File: src/hw/idu_cfg.svh
`ifndef IDU_CFG_SVH
`define IDU_CFG_SVH

// ****************************************
// widths and field positions
// ****************************************
`define IDU_WORD_W      32
`define IDU_CNT_W       6
`define IDU_CR_LT_BIT   3
`define IDU_CR_GT_BIT   2
`define IDU_CR_EQ_BIT   1
`define IDU_CR_SO_BIT   0
`define IDU_MIN_NEG     32'h8000_0000
`define IDU_MINUS_ONE   32'hFFFF_FFFF
`define IDU_UNDEF_RES   32'h0000_0000

`endif

File: src/hw/idu_pkg.sv
package idu_pkg;

  typedef enum logic [2:0] {
    IDU_IDLE = 3'b001,
    IDU_RUN  = 3'b010,
    IDU_DONE = 3'b100
  } idu_state_type;

endpackage

File: src/hw/idu_step.sv
`timescale 1ns/1ps
`include "idu_cfg.svh"

// ****************************************
// one restoring step of unsigned division
// ****************************************
module idu_step #(
  parameter int W = 32
) (
  input  wire logic [W-1:0] rem_in,
  input  wire logic [W-1:0] quo_in,
  input  wire logic [W-1:0] dvs,
  output logic      [W-1:0] rem_out,
  output logic      [W-1:0] quo_out
);

  // quotient shift needs at least two bits
  if (W < 2) begin : g_bad_w
    $error("idu_step: word width below two is not supported");
  end

  wire logic [W:0] trial_w;
  wire logic [W:0] diff_w;
  wire logic       fits_w;

  assign trial_w = {rem_in, quo_in[W-1]};
  assign diff_w  = trial_w - {1'b0, dvs};
  assign fits_w  = ~diff_w[W];
  assign rem_out = fits_w ? diff_w[W-1:0] : trial_w[W-1:0];
  assign quo_out = {quo_in[W-2:0], fits_w};

endmodule

File: src/hw/idu_top.sv
`timescale 1ns/1ps
`include "idu_cfg.svh"

// Contract
// - signed divide treats both operands as signed and writes the low 32 quotient bits.
// - the signed quotient truncates toward zero, so the remainder follows the dividend sign.
// - only the quotient is written back, never the remainder.
// - signed divide of the most negative value by minus one, or by zero, is undefined.
// - in an undefined case the less-than, greater-than and equal bits are undefined too.
// - in any undefined case the overflow flag is set when overflow recording is enabled.
// - unsigned divide treats both operands as unsigned and writes the 32-bit quotient.
// - the unsigned quotient leaves a remainder below the divisor.
// - unsigned divide by zero is the only undefined unsigned case.
// - dot variants update condition field zero, the others leave it alone.
// - overflow variants may record overflow, the others never touch that flag.
module idu_top
  import idu_pkg::*;
#(
  parameter int WORD_W = `IDU_WORD_W,
  parameter int STEPS  = 1
) (
  input  wire logic              clk_sys,
  input  wire logic              rst,
  input  wire logic              start,
  input  wire logic              signed_op,
  input  wire logic              cr_update,
  input  wire logic              ov_enable,
  input  wire logic [WORD_W-1:0] dividend_gpr,
  input  wire logic [WORD_W-1:0] divisor_gpr,
  input  wire logic              summary_ovf,
  output logic                   busy,
  output logic                   done,
  output logic      [WORD_W-1:0] quotient,
  output logic                   undefined_case,
  output logic                   cr_write,
  output logic      [3:0]        condition_field_zero,
  output logic                   ovf_write,
  output logic                   overflow_flag
);

  // counter width and step wiring are fixed to one 32-bit step per cycle
  if (WORD_W != 32 || STEPS != 1) begin : g_bad_cfg
    $error("idu_top: only a 32-bit word and one step per cycle are supported");
  end

  // ****************************************
  // operand preparation
  // ****************************************
  wire logic              a_neg_w;
  wire logic              b_neg_w;
  wire logic [WORD_W-1:0] a_mag_w;
  wire logic [WORD_W-1:0] b_mag_w;
  wire logic              div_zero_w;
  wire logic              min_by_m1_w;
  wire logic              undef_w;

  assign a_neg_w     = signed_op & dividend_gpr[WORD_W-1];
  assign b_neg_w     = signed_op & divisor_gpr[WORD_W-1];
  assign a_mag_w     = a_neg_w ? WORD_W'(-dividend_gpr) : dividend_gpr;
  assign b_mag_w     = b_neg_w ? WORD_W'(-divisor_gpr) : divisor_gpr;
  assign div_zero_w  = (divisor_gpr == '0);
  assign min_by_m1_w = signed_op & (dividend_gpr == `IDU_MIN_NEG)
                     & (divisor_gpr == `IDU_MINUS_ONE);
  assign undef_w     = div_zero_w | min_by_m1_w;

  // ****************************************
  // state and iteration registers
  // ****************************************
  idu_state_type           state_r;
  idu_state_type           state_nxt;
  logic [`IDU_CNT_W-1:0]   cnt_r;
  logic [WORD_W-1:0]       rem_r;
  logic [WORD_W-1:0]       quo_r;
  logic [WORD_W-1:0]       dvs_r;
  logic                    neg_res_r;
  logic                    undef_r;
  logic                    cr_upd_r;
  logic                    ov_en_r;
  logic                    so_r;
  wire logic [WORD_W-1:0]  rem_step_w;
  wire logic [WORD_W-1:0]  quo_step_w;
  wire logic               last_w;

  idu_step #(
    .W (WORD_W)
  ) u_step (
    .rem_in  (rem_r),
    .quo_in  (quo_r),
    .dvs     (dvs_r),
    .rem_out (rem_step_w),
    .quo_out (quo_step_w)
  );

  assign last_w = (cnt_r == `IDU_CNT_W'(WORD_W - 1));

  always_comb begin
    state_nxt = state_r;
    unique case (state_r)
      IDU_IDLE: if (start) state_nxt = undef_w ? IDU_DONE : IDU_RUN;
      IDU_RUN:  if (last_w) state_nxt = IDU_DONE;
      IDU_DONE: state_nxt = IDU_IDLE;
      default:  state_nxt = IDU_IDLE;
    endcase
  end

  always_ff @(posedge clk_sys or posedge rst) begin
    if (rst) begin
      state_r <= IDU_IDLE;
    end else begin
      state_r <= state_nxt;
    end
  end

  // ****************************************
  // capture and iterate
  // ****************************************
  wire logic start_take_w;

  assign start_take_w = (state_r == IDU_IDLE) & start;

  always_ff @(posedge clk_sys or posedge rst) begin
    if (rst) begin
      cnt_r     <= '0;
      rem_r     <= '0;
      quo_r     <= '0;
      dvs_r     <= '0;
      neg_res_r <= 1'b0;
      undef_r   <= 1'b0;
      cr_upd_r  <= 1'b0;
      ov_en_r   <= 1'b0;
      so_r      <= 1'b0;
    end else if (start_take_w) begin
      cnt_r     <= '0;
      rem_r     <= '0;
      quo_r     <= a_mag_w;
      dvs_r     <= b_mag_w;
      neg_res_r <= a_neg_w ^ b_neg_w;
      undef_r   <= undef_w;
      cr_upd_r  <= cr_update;
      ov_en_r   <= ov_enable;
      so_r      <= summary_ovf;
    end else if (state_r == IDU_RUN) begin
      cnt_r <= cnt_r + `IDU_CNT_W'(1);
      rem_r <= rem_step_w;
      quo_r <= quo_step_w;
    end
  end

  // ****************************************
  // result formation
  // ****************************************
  wire logic [WORD_W-1:0] q_signed_w;
  wire logic [WORD_W-1:0] q_final_w;
  wire logic [3:0]        cr_w;
  wire logic              fin_w;

  // magnitude negated when signs differ gives truncation toward zero
  assign q_signed_w = neg_res_r ? WORD_W'(-quo_r) : quo_r;
  assign q_final_w  = undef_r ? `IDU_UNDEF_RES : q_signed_w;
  assign fin_w      = (state_r == IDU_DONE);

  assign cr_w[`IDU_CR_LT_BIT] = ~undef_r & q_final_w[WORD_W-1];
  assign cr_w[`IDU_CR_GT_BIT] = ~undef_r & ~q_final_w[WORD_W-1]
                              & (q_final_w != '0);
  assign cr_w[`IDU_CR_EQ_BIT] = ~undef_r & (q_final_w == '0);
  assign cr_w[`IDU_CR_SO_BIT] = so_r;

  always_ff @(posedge clk_sys or posedge rst) begin
    if (rst) begin
      quotient             <= '0;
      condition_field_zero <= '0;
      overflow_flag        <= 1'b0;
      done                 <= 1'b0;
      cr_write             <= 1'b0;
      ovf_write            <= 1'b0;
      undefined_case       <= 1'b0;
    end else begin
      done      <= fin_w;
      cr_write  <= fin_w & cr_upd_r;
      ovf_write <= fin_w & ov_en_r;
      if (fin_w) begin
        quotient             <= q_final_w;
        condition_field_zero <= cr_w;
        overflow_flag        <= undef_r;
        undefined_case       <= undef_r;
      end
    end
  end

  assign busy = (state_r != IDU_IDLE);

endmodule

File: config.mk
export PLATFORM = sky130hd
export DESIGN_NAME = idu_top
export DESIGN_NICKNAME = d
export VERILOG_FILES = /design/src/hw/idu_pkg.sv /design/src/hw/idu_step.sv /design/src/hw/idu_top.sv
export VERILOG_INCLUDE_DIRS = /design/src /design/src/hw
export SDC_FILE = /design/constraint.sdc
export NUM_CORES = 1
export LEC_CHECK = 0
export BUFFER_PORTS_ARGS = -buffer_cell sky130_fd_sc_hd__buf_2
export CORE_MARGIN = 2
export CORE_UTILIZATION = 54
export DETAILED_ROUTE_END_ITERATION = 10
export GPL_ROUTABILITY_DRIVEN = 0
export PLACE_DENSITY = 0.78
export SYNTH_ARGS = -nofsm -noshare
export SYNTH_HDL_FRONTEND = slang
export SYNTH_SLANG_ARGS = --single-unit
File: constraint.sdc
create_clock -name clk_sys -period 4.8 [get_ports clk_sys]
set_clock_uncertainty 0.05 [all_clocks]
set_input_delay 0.48 -clock clk_sys [delete_from_list [all_inputs] [get_ports clk_sys]]
set_output_delay 0.48 -clock clk_sys [all_outputs]
set_load 0.005 [all_outputs]
==> out/qor.txt <==
outcome: finished clean
setup repair after global routing missed its margin: no
number of gates resized after CTS: 0
total congestion overflow: 0
Sum Neg Setup Slack: 0 ns
antenna violation net count after detailed routing: 0
worst-case headroom to the max-slew limit: 21.38%
wire length of the first global-routing pass: 43410 µm
DRC errors left: 0
maximum number of pins on one net before global-route repair: 106
hold-fix buffers at CTS: 0
Post-Synthesis Mean Instance Area: 8.384 µm²
Post-Synthesis Net Count: 1316
clock root buffer: clkbuf_16
number of antenna violations at the first check in global routing: 1
CP max FO: 42
number of inserted filler cells in the final layout: 1593
number of clock buffers inserted by TritonCTS: 17
number of buffer and inverter stages on the critical path: 2
Pre-Repair DR Iteration Count: 5
combined area of the multi-input logic cells: 5882 µm²
I/O pin cnt: 113
CTS sink cnt: 149
Die Y-Extent: 140.9 µm
final wirelength: 25530 µm
fmax: 240.0 MHz
Worst Max-Slew Pin Slew: 1.177 ns
worst r2r src: quo_r[31]
Crit path top cell by count: inv_1
Syn. warnings: 0
dominant delay contributor by cell family on the critical path: compound AO/OA/AOI/OAI gates
count of final max-slew check failures: 0
Post-synth ARST share: 100.0%
CTS H-Tree Depth: 4
via count of the routed design: 9101
number of cell rows: 50
largest buffer count on any clock path: 2
Nets: 1376
nature of the critical path endpoint: flip-flop
EDFF count, synth: 0
static leakage: 5.232 nW
Final period util: 86.81%
Critical Path AT: 4.38 ns
Worst Path Class, Setup: reg -> reg
MaxCap Viol Count: 0
Final Hold Fails: 0
number of storage elements in the synthesis netlist: 149
Primary FF master, synth: dfrtp_1
type of the worst min-delay path: in -> async
sequential standard cell area: 3730 µm²
list of cells traversed by the critical path: inv_1 > ha_1 > inv_1 > fa_1 > a211oi_1 > nor2_1 > o31a_1 > a31o_2 > a21o_1 > a31oi_1 > and2_2 > mux2i_1 > o21ai_0
Worst VDD drop: 0.0003469 V
TritonCTS clock tree: built
maximum cell stage delay along the critical path: 0.93 ns
overall track demand over capacity in global routing: 26.64%
quantity of I/O buffers inserted on ports: 112
critical path launch point: quo_r[31]
Power per Cell Area: 589.9 nW/µm²
Worst-path clk slew: 0.06 ns
Critical Path Source Type: flip-flop
fraction of final layout cells with drive strength greater than 1: 12.89%
fin util: 61.29%
portion of the post-synthesis area used by sequential elements: 36.86%
Synth Instances: 1207
commonest non-fill, non-tap cells in the layout: nand2_1, o21ai_0, dfrtp_1
drt first-iter violations: 857
number of setup violations in the final report: 0
Period minus WS final: 4.167 ns
sum of net half-perimeters after detailed placement: 18420 µm
data required time at the worst endpoint: 5.01 ns
drt wl/cell: 16.85 µm
buffer count from post-CTS setup fixing: 0
number of distinct library cells after synthesis: 64
Clk Latency, worst-skew pair: 0.43 ns
mean number of vias per cell: 6.007
DIE WIDTH: 140.9 µm
relative area change from synthesis to final layout: 12.15%
leading cell type in the layout, fill and taps excluded: nand2_1
via count of the first global-routing pass: 8784
Total Die Area: 19850 µm²
minimum hold slack: 0.1186 ns
netlist area before placement: 10120 µm²
core area: 18520 µm²
worst-path cell with the longest stage delay: and2_2
overall power after layout: 6.695 mW
initial core utilization: 54.65%
power by group:
group	total (mW)	switching, mW	leakage [nW]	internal [mW]
sequential	2.04	0.437	1.96	1.61
clock	1.39	0.539	0.294	0.848
combinational	3.27	1.95	2.98	1.31
total	6.69	2.93	5.23	3.77
worst reg2reg max path, delay by kind of cell, from the launching register on:
family	cells	cell delay, ns
simple gates	2	1.03
fa+ha+maj	2	0.57
mux	1	0.29
compound gates	6	1.44
flops	1	0.44
buf+inv	2	0.16
path summary, 6_finish.rpt:
check                           slack [ns]  cells past startpoint           end
worst min-delay path                  0.12                      2     dvs_r[26]
worst max register to register        0.63                     13     rem_r[12]
max in group asynchronous             3.57                      3      rem_r[9]
worst max-delay path                  0.63                     13     rem_r[12]
worst min register to register        0.42                      2  quotient[16]
min in group clk_sys                  0.21                      3      cr_upd_r
synthesized netlist by cell type (4+ instances only):
master | count | area share, %
nand2_1 | 164 | 6.1
o21ai_0 | 152 | 7.5
dfrtp_1 | 148 | 37
clkbuf_1 | 67 | 2.5
xor2_1 | 64 | 5.5
nor2_1 | 59 | 2.2
xnor2_1 | 58 | 5.0
inv_1 | 53 | 2.0
a21oi_1 | 52 | 2.6
ha_1 | 37 | 4.6
o31ai_1 | 32 | 2.4
a22oi_1 | 29 | 2.2
nand3_1 | 26 | 1.3
mux2i_1 | 23 | 2.3
nor3_1 | 20 | 0.99
nand4_1 | 19 | 1.2
a21o_1 | 16 | 1.2
nor4_1 | 16 | 0.99
o41ai_1 | 15 | 1.3
a31oi_1 | 14 | 0.87
or4_1 | 12 | 0.89
and3_1 | 11 | 0.68
or3_1 | 10 | 0.62
a32oi_1 | 9 | 0.78
nor3b_1 | 9 | 0.67
o21a_1 | 9 | 0.67
a211oi_1 | 7 | 0.52
nand2b_1 | 7 | 0.43
nor2b_1 | 5 | 0.31
a21boi_0 | 4 | 0.30
buf_1 | 4 | 0.15
buf_2 | 4 | 0.20
o31a_1 | 4 | 0.35
stage by stage:
stage	std cells	area, µm²	setup slack, ns
final	1515	11350	0.6333
after global routing	1515	11350	0.3091
after CTS	1514	11350	0.6520
after detailed placement	1482	10740	0.6978
after global placement	1482	10740	0.8374
after floorplan	1207	10120	0.2636
kinds of logic after synthesis:
kind of cell,after synthesis,share of synthesized area [%]
AND/OR/NAND/NOR,373,17.46
AO/OA/AOI/OAI,368,22.69
flip-flops,149,36.86
buffers and inverters,133,5.279
XOR/XNOR,122,10.56
adder cells (fa/ha/maj),38,4.772
multiplexers,24,2.386
final cells by class:
cell class,count,share of cell area [%]
multi-input combinational,925,51.82
sequential,149,32.86
timing repair buffer,121,5.534
clock buffer,21,4.057
tap,234,2.580
inverter,53,1.797
clock inverter,11,1.323
antenna,1,0.02205
routing by layer:
| metal | track usage (%) | up-vias | part of all wire [%] |
|---|---|---|---|
| met5 | 0 | - | 0 |
| met4 | 8.526 | 0 | 2.1 |
| li1 | - | 4445 | - |
| met3 | 3.872 | 40 | 5.6 |
| met2 | 43.90 | 336 | 47 |
| met1 | 36.46 | 4280 | 45 |
registers in the layout, indices dropped and copies added, names as in the netlist, 3 cells and up:
| signal | count |
|---|---|
| quotient | 32 |
| cnt_r | 6 |
| state_r | 3 |
| quo_r | 32 |
| dvs_r | 32 |
| rem_r | 32 |
| condition_field_zero | 3 |
Power figures use the tool's default switching activity.
